==> src/rtl/tff_pkg.sv <==
package tff_pkg;
	// Clock and timing.
	localparam int CLK_PERIOD_NS = 25;
	localparam int TURNAROUND_NS = 192000;
	localparam int TURNAROUND_CYCLES = (TURNAROUND_NS + CLK_PERIOD_NS - 1) / CLK_PERIOD_NS;
	localparam int SYMBOL_NS = 16000;
	localparam int VALID_SYMBOLS = 8;
	localparam int SIGNAL_VALID_CYCLES =
		(VALID_SYMBOLS * SYMBOL_NS + CLK_PERIOD_NS - 1) / CLK_PERIOD_NS;
	localparam int CCA_DELAY_CYCLES = 4;

	// Frame format.
	localparam int BUF_BYTES = 128;
	localparam logic [7:0] SFD_VALUE = 8'ha7;
	localparam logic [15:0] CRC_POLY_REV = 16'h8408;
	localparam logic [15:0] CRC_INIT = 16'h0000;
	localparam logic [3:0] PREAMBLE_RESET = 4'h4;

	// Register map.
	localparam logic [11:0] ADDR_CTRL = 12'h000;
	localparam logic [11:0] ADDR_CMD = 12'h004;
	localparam logic [11:0] ADDR_STATUS = 12'h008;
	localparam logic [11:0] ADDR_DATA = 12'h010;
	localparam logic [11:0] ADDR_WIN_BASE = 12'h200;

	// Frame control fields.
	localparam int CTRL_AUTO_CHECKSUM_BIT = 0;
	localparam int CTRL_IGNORE = 1;
	localparam int CTRL_PRE_LSB = 4;
	localparam logic AUTO_CHECKSUM_BIT_RESET = 1'b1;

	// Command strobe bits.
	localparam int CMD_START = 0;
	localparam int CMD_START_CLEAR = 1;
	localparam int CMD_FLUSH = 2;
	localparam int CMD_SAMPLE = 3;

	// Status fields.
	localparam int ST_COUNT_LSB = 0;
	localparam int ST_OVF = 8;
	localparam int ST_UDF = 9;
	localparam int ST_ACTIVE = 10;
	localparam int ST_VALID = 11;
	localparam int ST_CCA = 12;
	localparam int ST_CCA_SAMPLED = 13;

	typedef struct packed {
		logic psel;
		logic penable;
		logic pwrite;
		logic [11:0] paddr;
		logic [31:0] pwdata;
	} tff_apb_req_t;

	typedef struct packed {
		logic [31:0] prdata;
		logic pready;
		logic pslverr;
	} tff_apb_rsp_t;

	typedef struct packed {
		logic sfd;
		logic frameDone;
		logic overflow;
		logic underflow;
	} tff_event_t;
endpackage

==> src/rtl/tff_framer.sv <==
`timescale 1ns/1ps
// Functional notes
// - Buffer holds 128 bytes, one frame.
// - Host writes and RAM copies both fill buffer.
// - Loading starts at byte zero; window needs ignore.
// - Fill count is readable in status.
// - Flush empties; flush while sending gives underflow.
// - Sending keeps contents for retransmission.
// - First write after sending flushes automatically.
// - Write when full: overflow, byte dropped.
// - Fetch from empty buffer: underflow, abort.
// - Error flags clear only on flush.
// - Ignore bit suppresses underflow, sends memory bytes.
// - Preamble length programmable, then fixed delimiter.
// - Length byte read first, sets byte count.
// - Auto checksum in own register, sent last.
// - Without auto checksum, check bytes come from buffer.
// - Delimiter and frame-done exceptions are raised.
// - Signal valid after eight symbols receiver on.
// - Live and strobe-latched clear-channel bits.
// - Clear channel updates four cycles after valid.
// - Preamble starts 192 us after start strobe.
// - Delimiter 0xa7; default preamble four zeros.
// - Checksum follows body, excludes length byte.
module tff_framer #(
	parameter int DEPTH = tff_pkg::BUF_BYTES,
	parameter int TURN_CYCLES = tff_pkg::TURNAROUND_CYCLES,
	parameter int VALID_CYCLES = tff_pkg::SIGNAL_VALID_CYCLES
) (
	// Clock and reset.
	input wire logic clk_sys,
	input wire logic reset,
	// Register bus.
	input wire tff_pkg::tff_apb_req_t apbReq,
	output tff_pkg::tff_apb_rsp_t apbRsp,
	// Copy path from the general RAM.
	input wire logic ramCopyValid,
	input wire logic [7:0] ramCopyData,
	// Receiver state and signal-level samples.
	input wire logic rxOn,
	input wire logic levelSample,
	input wire logic levelClear,
	// Modulator link.
	input wire logic linkClk,
	output logic txBit,
	output logic txActive,
	// Exceptions and channel status.
	output tff_pkg::tff_event_t events,
	output logic signalValid,
	output logic ccaLive,
	output logic ccaSampled
);
	import tff_pkg::*;

	localparam int CW = $clog2(DEPTH + 1);
	localparam int PW = $clog2(DEPTH);
	localparam int TW = $clog2(TURN_CYCLES + 1);
	localparam int VW = $clog2(VALID_CYCLES + 1);

	if (DEPTH < 4 || DEPTH > 128 || (DEPTH & (DEPTH - 1)) != 0 || TURN_CYCLES < 1
		|| VALID_CYCLES < 1) begin : g_bad_params
		$error("tff_framer: unsupported parameter values");
	end

	typedef enum logic [6:0] {
		S_IDLE = 7'b0000001,
		S_TURN = 7'b0000010,
		S_PRE = 7'b0000100,
		S_SFD = 7'b0001000,
		S_LEN = 7'b0010000,
		S_BODY = 7'b0100000,
		S_FCS = 7'b1000000
	} tff_state_t;

	typedef struct packed {
		logic [DEPTH-1:0][7:0] mem;
		logic [CW-1:0] count;
		logic [PW-1:0] rdPtr;
		logic ovf;
		logic udf;
		logic rewrite;
		logic auto_checksum_bit;
		logic ignore;
		logic [3:0] preLen;
		tff_state_t state;
		logic [TW-1:0] turnTimer;
		logic [3:0] bitIdx;
		logic [7:0] shift;
		logic [6:0] bytesLeft;
		logic [15:0] crc;
		logic linkMeta;
		logic linkSync;
		logic linkPrev;
		logic [VW-1:0] validTimer;
		logic sigValid;
		logic [CCA_DELAY_CYCLES-1:0] validDly;
		logic ccaLive;
		logic ccaSampled;
		logic txBit;
		logic txActive;
		tff_event_t ev;
		tff_apb_rsp_t rsp;
	} tff_core_t;

	tff_core_t st;
	tff_core_t n;

	function automatic logic addrMapped(input logic [11:0] a);
		return (a == ADDR_CTRL) || (a == ADDR_CMD) || (a == ADDR_STATUS) || (a == ADDR_DATA)
			|| ((a >= ADDR_WIN_BASE) && (a < ADDR_WIN_BASE + 12'(DEPTH * 4))
			&& (a[1:0] == 2'b00));
	endfunction

	logic access, commit, mapped, wrCommit, winHit, hostWr, cmdWr, flushNow, startNow;
	logic linkEdge, byteEnd;
	logic [PW-1:0] winIdx;

	assign access = apbReq.psel & apbReq.penable;
	assign commit = access & st.rsp.pready;
	assign mapped = addrMapped(apbReq.paddr);
	assign wrCommit = commit & apbReq.pwrite & mapped;
	assign winHit = mapped && (apbReq.paddr >= ADDR_WIN_BASE);
	assign winIdx = apbReq.paddr[PW+1:2];
	assign hostWr = wrCommit && (apbReq.paddr == ADDR_DATA);
	assign cmdWr = wrCommit && (apbReq.paddr == ADDR_CMD);
	assign flushNow = cmdWr && apbReq.pwdata[CMD_FLUSH];
	assign startNow = cmdWr && (apbReq.pwdata[CMD_START]
		|| (apbReq.pwdata[CMD_START_CLEAR] && st.ccaLive));
	// The link clock is sampled through two flops before its rising edge is used.
	assign linkEdge = st.linkSync & ~st.linkPrev;
	assign byteEnd = (st.state == S_FCS) ? (st.bitIdx == 4'hf) : (st.bitIdx == 4'h7);

	////////////////////////////////////////////////////////////////////////////////
	always_comb begin
		logic [1:0] srcValid;
		logic [1:0][7:0] srcData;
		logic [7:0] fetched;
		logic fetchBad;
		logic loadNext;
		logic tail;
		logic fb;
		logic [31:0] word;
		n = st;
		srcValid = {ramCopyValid, hostWr};
		srcData = {ramCopyData, apbReq.pwdata[7:0]};
		fetched = st.mem[st.rdPtr];
		fetchBad = (CW'(st.rdPtr) >= st.count) && !st.ignore;
		loadNext = 1'b0;
		tail = 1'b0;
		fb = st.shift[0] ^ st.crc[0];
		word = '0;
		n.linkMeta = linkClk;
		n.linkSync = st.linkMeta;
		n.linkPrev = st.linkSync;
		n.ev = '0;

		// Bus slave: one wait state, then the answer stands with pready.
		n.rsp.pready = access & ~st.rsp.pready;
		if (access & ~st.rsp.pready) begin
			n.rsp.pslverr = !mapped;
			if (apbReq.paddr == ADDR_CTRL) begin
				word[CTRL_AUTO_CHECKSUM_BIT] = st.auto_checksum_bit;
				word[CTRL_IGNORE] = st.ignore;
				word[CTRL_PRE_LSB +: 4] = st.preLen;
			end else if (apbReq.paddr == ADDR_STATUS) begin
				word[ST_COUNT_LSB +: 8] = 8'(st.count);
				word[ST_OVF] = st.ovf;
				word[ST_UDF] = st.udf;
				word[ST_ACTIVE] = st.txActive;
				word[ST_VALID] = st.sigValid;
				word[ST_CCA] = st.ccaLive;
				word[ST_CCA_SAMPLED] = st.ccaSampled;
			end else if (winHit) begin
				word[7:0] = st.mem[winIdx];
			end
			n.rsp.prdata = word;
		end

		// Framer; a flush in the same cycle takes over the whole transfer.
		unique case (st.state)
			S_IDLE: begin
			end
			S_TURN: begin
				n.turnTimer = st.turnTimer - 1'b1;
				if (st.turnTimer == '0) begin
					n.bitIdx = '0;
					n.bytesLeft = 7'(st.preLen);
					n.shift = (st.preLen == '0) ? SFD_VALUE : 8'h00;
					n.state = (st.preLen == '0) ? S_SFD : S_PRE;
				end
			end
			S_PRE, S_SFD, S_LEN, S_BODY, S_FCS: begin
				if (linkEdge && !flushNow) begin
					n.txBit = (st.state == S_FCS) ? st.crc[0] : st.shift[0];
					n.shift = {1'b0, st.shift[7:1]};
					n.bitIdx = st.bitIdx + 4'h1;
					if (st.state == S_BODY) begin
						n.crc = {1'b0, st.crc[15:1]} ^ (fb ? CRC_POLY_REV : 16'h0000);
					end
					if (st.state == S_FCS) begin
						n.crc = {1'b0, st.crc[15:1]};
					end
					if (byteEnd) begin
						n.bitIdx = '0;
						if (st.state == S_PRE) begin
							n.bytesLeft = st.bytesLeft - 7'd1;
							if (st.bytesLeft == 7'd1) begin
								n.state = S_SFD;
								n.shift = SFD_VALUE;
							end
						end else if (st.state == S_SFD) begin
							n.ev.sfd = 1'b1;
							n.state = S_LEN;
							loadNext = 1'b1;
							// Body count from the length byte, check bytes removed only with auto checksum on.
							if (!st.auto_checksum_bit) begin
								n.bytesLeft = fetched[6:0];
							end else begin
								n.bytesLeft = (fetched[6:0] < 7'd2) ? 7'd0 : fetched[6:0] - 7'd2;
							end
						end else if (st.state == S_LEN) begin
							tail = (st.bytesLeft == 7'd0);
							loadNext = !tail;
							n.state = S_BODY;
						end else if (st.state == S_BODY) begin
							n.bytesLeft = st.bytesLeft - 7'd1;
							tail = (st.bytesLeft == 7'd1);
							loadNext = !tail;
						end else begin
							n.state = S_IDLE;
							n.ev.frameDone = 1'b1;
							n.rewrite = 1'b1;
						end
						if (tail && st.auto_checksum_bit) begin
							n.state = S_FCS;
						end else if (tail) begin
							n.state = S_IDLE;
							n.ev.frameDone = 1'b1;
							n.rewrite = 1'b1;
						end
						if (loadNext && fetchBad) begin
							n.udf = 1'b1;
							n.ev.underflow = 1'b1;
							n.state = S_IDLE;
						end else if (loadNext) begin
							n.shift = fetched;
							n.rdPtr = st.rdPtr + 1'b1;
						end
					end
				end
			end
		endcase

		if (flushNow) begin
			n.count = '0;
			n.ovf = 1'b0;
			n.udf = 1'b0;
			n.rewrite = 1'b0;
			if (st.state != S_IDLE) begin
				n.udf = 1'b1;
				n.ev.underflow = 1'b1;
				n.state = S_IDLE;
			end
		end
		if (cmdWr && (apbReq.pwdata[CMD_SAMPLE] || apbReq.pwdata[CMD_START_CLEAR])) begin
			n.ccaSampled = st.ccaLive;
		end
		if (startNow) begin
			n.state = S_TURN;
			n.turnTimer = TW'(TURN_CYCLES - 1);
			n.crc = CRC_INIT;
			n.rdPtr = '0;
			n.bitIdx = '0;
		end
		if (wrCommit && (apbReq.paddr == ADDR_CTRL)) begin
			n.auto_checksum_bit = apbReq.pwdata[CTRL_AUTO_CHECKSUM_BIT];
			n.ignore = apbReq.pwdata[CTRL_IGNORE];
			n.preLen = apbReq.pwdata[CTRL_PRE_LSB +: 4];
		end
		if (wrCommit && winHit && st.ignore) begin
			n.mem[winIdx] = apbReq.pwdata[7:0];
		end

		// Host bytes first, then the RAM copy byte, both appended in order.
		for (int s = 0; s < 2; s++) begin
			if (srcValid[s] && !n.ovf) begin
				if (n.rewrite) begin
					n.count = '0;
					n.rewrite = 1'b0;
				end
				if (n.count == CW'(DEPTH)) begin
					n.ovf = 1'b1;
					n.ev.overflow = 1'b1;
				end else begin
					n.mem[n.count[PW-1:0]] = srcData[s];
					n.count = n.count + 1'b1;
				end
			end
		end

		// Signal level becomes valid after the receiver has been on long enough.
		if (!rxOn) begin
			n.validTimer = '0;
			n.sigValid = 1'b0;
			n.ccaLive = 1'b0;
		end else if (!st.sigValid) begin
			n.validTimer = st.validTimer + 1'b1;
			if (st.validTimer == VW'(VALID_CYCLES - 1)) begin
				n.sigValid = 1'b1;
			end
		end
		n.validDly = {st.validDly[CCA_DELAY_CYCLES-2:0], st.sigValid};
		if (rxOn && st.validDly[CCA_DELAY_CYCLES-2]
			&& (!st.validDly[CCA_DELAY_CYCLES-1] || levelSample)) begin
			n.ccaLive = levelClear;
		end
		n.txActive = n.state inside {S_PRE, S_SFD, S_LEN, S_BODY, S_FCS};
	end

	always_ff @(posedge clk_sys) begin
		if (reset) begin
			st <= '0;
			st.state <= S_IDLE;
			st.auto_checksum_bit <= AUTO_CHECKSUM_BIT_RESET;
			st.preLen <= PREAMBLE_RESET;
		end else begin
			st <= n;
		end
	end

	assign apbRsp = st.rsp;
	assign txBit = st.txBit;
	assign txActive = st.txActive;
	assign events = st.ev;
	assign signalValid = st.sigValid;
	assign ccaLive = st.ccaLive;
	assign ccaSampled = st.ccaSampled;

	////////////////////////////////////////////////////////////////////////////////
	property p_overflow;
		@(posedge clk_sys) disable iff (reset)
		hostWr && !ramCopyValid && !flushNow && !st.ovf && !st.rewrite && (st.count == CW'(DEPTH))
			|=> st.ovf && events.overflow && (st.count == CW'(DEPTH));
	endproperty
	a_overflow: assert property (p_overflow) else $error("overflow not raised");

	property p_flush;
		@(posedge clk_sys) disable iff (reset)
		flushNow && !hostWr && !ramCopyValid
			|=> (st.count == '0) && !st.ovf && (st.udf == ($past(st.state) != S_IDLE));
	endproperty
	a_flush: assert property (p_flush) else $error("flush result wrong");

	property p_persist;
		@(posedge clk_sys) disable iff (reset)
		(st.udf || st.ovf) && !flushNow
			|=> (st.udf || !$past(st.udf)) && (st.ovf || !$past(st.ovf));
	endproperty
	a_persist: assert property (p_persist) else $error("error flag lost");

	property p_sfd;
		@(posedge clk_sys) disable iff (reset)
		events.sfd |-> $past(st.state) == S_SFD && $past(st.bitIdx) == 4'h7 && $past(linkEdge);
	endproperty
	a_sfd: assert property (p_sfd) else $error("delimiter event misplaced");

	property p_start;
		@(posedge clk_sys) disable iff (reset)
		startNow |=> st.state == S_TURN && st.turnTimer == TW'(TURN_CYCLES - 1)
			&& st.crc == CRC_INIT && st.rdPtr == '0 && !txActive;
	endproperty
	a_start: assert property (p_start) else $error("start not taken");

	property p_turn_end;
		@(posedge clk_sys) disable iff (reset)
		st.state == S_TURN && st.turnTimer == '0 && !cmdWr |=> txActive;
	endproperty
	a_turn_end: assert property (p_turn_end) else $error("preamble late");

	property p_cca;
		@(posedge clk_sys) disable iff (reset)
		$rose(st.sigValid) ##3 rxOn |=> st.ccaLive == $past(levelClear);
	endproperty
	a_cca: assert property (p_cca) else $error("clear channel not updated");

	property p_autoflush;
		@(posedge clk_sys) disable iff (reset)
		st.rewrite && hostWr && !ramCopyValid && !flushNow && !st.ovf
			|=> st.count == CW'(1) && st.mem[0] == $past(apbReq.pwdata[7:0]);
	endproperty
	a_autoflush: assert property (p_autoflush) else $error("no automatic flush");

	property p_ignore;
		@(posedge clk_sys) disable iff (reset)
		st.ignore && !flushNow |=> !events.underflow;
	endproperty
	a_ignore: assert property (p_ignore) else $error("underflow while ignored");

	property p_fcs;
		@(posedge clk_sys) disable iff (reset)
		st.state == S_FCS && linkEdge && !flushNow |=> txBit == $past(st.crc[0]);
	endproperty
	a_fcs: assert property (p_fcs) else $error("check bit wrong");

	property p_done;
		@(posedge clk_sys) disable iff (reset)
		events.frameDone |-> st.rewrite && !txActive && st.count == $past(st.count);
	endproperty
	a_done: assert property (p_done) else $error("frame done state wrong");

	c_done: cover property (@(posedge clk_sys) disable iff (reset) events.frameDone);
	c_overflow: cover property (@(posedge clk_sys) disable iff (reset) events.overflow);
	c_underflow: cover property (@(posedge clk_sys) disable iff (reset)
		events.underflow && !flushNow);
	c_sampled: cover property (@(posedge clk_sys) disable iff (reset) $rose(ccaSampled));
endmodule

==> config.mk <==
export PLATFORM = sky130hd
export DESIGN_NAME = tff_framer
export DESIGN_NICKNAME = d
export VERILOG_FILES = /design/src/rtl/tff_pkg.sv /design/src/rtl/tff_framer.sv
export SDC_FILE = /design/constraint.sdc
export NUM_CORES = 2
export LEC_CHECK = 0
export BUFFER_PORTS_ARGS = -buffer_cell sky130_fd_sc_hd__buf_2
export CAP_MARGIN = 30
export CORE_UTILIZATION = 53
export DETAILED_ROUTE_END_ITERATION = 8
export PLACE_DENSITY = 0.69
export SYNTH_ARGS = -nofsm -noshare
export SYNTH_HDL_FRONTEND = slang
export SYNTH_SLANG_ARGS = --single-unit
==> constraint.sdc <==
create_clock -name clk_sys -period 11.8 [get_ports clk_sys]
set_input_delay 1.77 -clock clk_sys [delete_from_list [all_inputs] [get_ports clk_sys]]
set_output_delay 1.77 -clock clk_sys [all_outputs]
set_load 0.01 [all_outputs]
==> results.py <==
metrics = {
    "outcome": {
        "status": "finished, final reports clean",
    },
    "cts": {
        "cts_tree": "done",
        "cts_setup_buffers": 0,
        "clk_latency_ps": 800,
        "cts_hold_buf": 0,
        "clockBufferDepth": 3,
        "cts_resized": 0,
        "cts_sinks": 1148,
        "cts_buffers": 135,
        "htreeDepth": 4,
        "clk_pin_slew_ps": 60,
        "cts-root-buf": "clkbuf_16",
    },
    "timing": {
        "fin_skew_ps": 30.5,
        "hold_viol_final": 0,
        "period_needed_ps": 8590,
        "clock.fmax_mhz": 116,
        "grt_setup_unrepaired": "no",
        "fin_tns_setup_ps": 0,
        "tightest_slew_ps": 1200,
        "maxSlewHeadroom_pct": 20.2,
        "period_share_pct": 72.8,
        "final-setup-viol-count": 0,
        "slew_violations": 0,
        "setup_ws_ps": 3210,
    },
    "synthesis": {
        "syn_area_per_cell_um2": 10.1,
        "synth.most_common_cell": "mux2i_1",
        "synth_top_area_cell": "dfxtp_1",
        "synth_edf_count": 0,
        "synth_flop_cell": "dfxtp_1",
        "yosysWarnings": 0,
        "syn-cell-area_um2": 73500,
        "syn_inst": 7271,
        "synth.area.top_cells": "dfxtp_1 (31%), mux4_2 (17%), mux2i_1 (16%)",
        "async_flop_share_pct": 0,
        "synth_common_cells": "mux2i_1 (1,168), dfxtp_1 (1,148), a211oi_1 (755)",
        "yosysSeqAreaShare_pct": 31.3,
        "synth_top_area_share_pct": 31.3,
        "synth_cell_types": 102,
        "ys_ff_latch": 1148,
    },
    "die": {
        "core_area_um2": 137000,
        "fp.dieW_um": 375,
        "initial_core_util_pct": 53.5,
        "rows": 136,
        "die_y_um": 375,
        "die-area_um2": 140000,
        "num_io_pins": 105,
    },
    "worst_setup_path": {
        "path_cells": "buf_2 > buf_4 > or4_4 > nor4_4 > and3_1 > a211oi_2 > buf_4 > nand2_1 > ha_1 > nand2_1 > nor3_1 > o211ai_1 > a21oi_1 > a211oi_4 > buf_4 > nand2_1 > ha_1 > nand4_1 > or4_2 > buf_4 > nand4_1 > mux2_2",
        "crit_required_ps": 12470,
        "path_common_cell": "buf_4",
        "worst-path-stages": 22,
        "worstSetupStartpointType": "input pin",
        "slowest_delay_ps": 980,
        "crit_buf_inv": 5,
        "rr_worst_depth": 20,
        "worstSetupEndpointType": "flip-flop",
        "arrival_ps": 9250,
        "crit_slowest_cell": "or4_2",
        "critPathTopFamily": "simple AND/OR/NAND/NOR gates",
        "critPathMaxFanout": 39,
        "path_class": "in2reg",
    },
    "drt": {
        "post-route-drc-count": 0,
        "first_pass_iters": 8,
        "drt_iter0_markers": 11100,
        "wire_per_inst_um": 38.1,
        "wl_mm": 335,
        "via_count": 68500,
        "via_per_inst": 7.79,
        "antenna_left": 0,
    },
    "grt": {
        "grt_max_degree": 219,
        "grt_pass1_vias": 64100,
        "grt_pass1_wl_mm": 475,
        "overflow": 0,
        "antenna_found_initial": 26,
        "grt_usage_pct": 46.2,
    },
    "run": {
        "maxCapViolations": 0,
    },
    "place": {
        "port_buffers": 62,
        "gp_congestion": 1.03,
        "dp_hpwl_mm": 218,
        "place_ws_ps": 2730,
    },
    "power": {
        "power_leakage_nw": 26.5,
        "ir_drop_uv": 140,
        "power.density_nw_per_um2": 114,
    },
    "layout": {
        "fillers": 11600,
        "syn2layout_area_growth_pct": 8.32,
        "layout.nets": 6958,
        "utilization_pct": 57.9,
        "drive_gt1_share_pct": 21.7,
    },
    "min_path": {
        "min_path_type": "reg2reg",
        "whs_path_depth": 1,
    },
}
-- kinds of logic (layout without fill, tap and decap cells) --
kind of cell | Yosys count | in the layout | synth area share, %
buffers and inverters | 928 | 619 | 5.14
AND/OR/NAND/NOR | 1826 | 1826 | 12.5
AO/OA/AOI/OAI | 1316 | 1316 | 13.4
flip-flops | 1148 | 1148 | 31.3
multiplexers | 1990 | 1990 | 36.9
adder cells (fa/ha/maj) | 19 | 19 | 0.323
other | 1 | 30 | 0.00510
XOR/XNOR | 43 | 43 | 0.512
-- through the flow --
stage	std cells	instance area, um^2	power (W)	hold slack, ps
after global placement	8505	74900	0.00484	423
after CTS	8764	79500	0.00904	449
after floorplan	7288	73600	0.00450	414
after detailed placement	8525	75100	0.00485	435
after global routing	8776	79600	0.00925	452
final	8785	79700	0.00910	444
-- state kept, by name, indices dropped and copies added, names as in the netlist --
register and count:
signalValid 1, ccaSampled 1, n 5, txBit 1
st 1118, events 4, apbRsp 16, txActive 1
ccaLive 1
-- metal layers --
layer	GRT usage, %	wire length (um)	up-vias
met3	16.5	46200	1284
met5	0.583	308	-
met2	66.3	140000	5584
met4	30.9	27000	32
li1	-	-	27600
met1	58.3	121000	34000
-- path summary, 6_finish.rpt --
check | slack (ps) | from | to
worst min register to register | 440 | n[43]$_SDFF_PP0_ | n[44]$_SDFF_PP0_
worst min-delay path | 440 | n[43]$_SDFF_PP0_ | n[44]$_SDFF_PP0_
worst max register to register | 4350 | apbRsp[1]$_SDFF_PP0_ | st[275]$_SDFF_PP0_
worst max-delay path | 3210 | apbReq[38] | st[275]$_SDFF_PP0_
-- placed cells by master, fill, tap and decap left out, drive strengths merged, types with 193 or more instances in the layout --
cell,count
mux2i,1168
dfxtp,1148
a211oi,758
nor3,555
mux4,549
nor2,434
buf,334
mux2,273
nand2,241
nor4,236
clkbuf,193
-- layout make-up --
cell class	instances	area, um^2	area share, %
Antenna cell	12	30.0	0.0377
Clock buffer	192	3910	4.91
Clock inverter	47	499	0.627
Inverter	44	168	0.210
Multi-Input combinational cell	5212	47200	59.2
Sequential cell	1148	23000	28.9
Tap cell	1794	2240	2.82
Timing Repair Buffer	336	2660	3.34
-- power by group --
part	switching, W	leakage (nW)	internal [W]	total, W
sequential	0.0000210	9.25	0.00390	0.00392
combinational	0.000710	15.1	0.000198	0.000908
clock	0.00181	2.16	0.00246	0.00427
No activity file was read; power rests on OpenSTA's default activity.
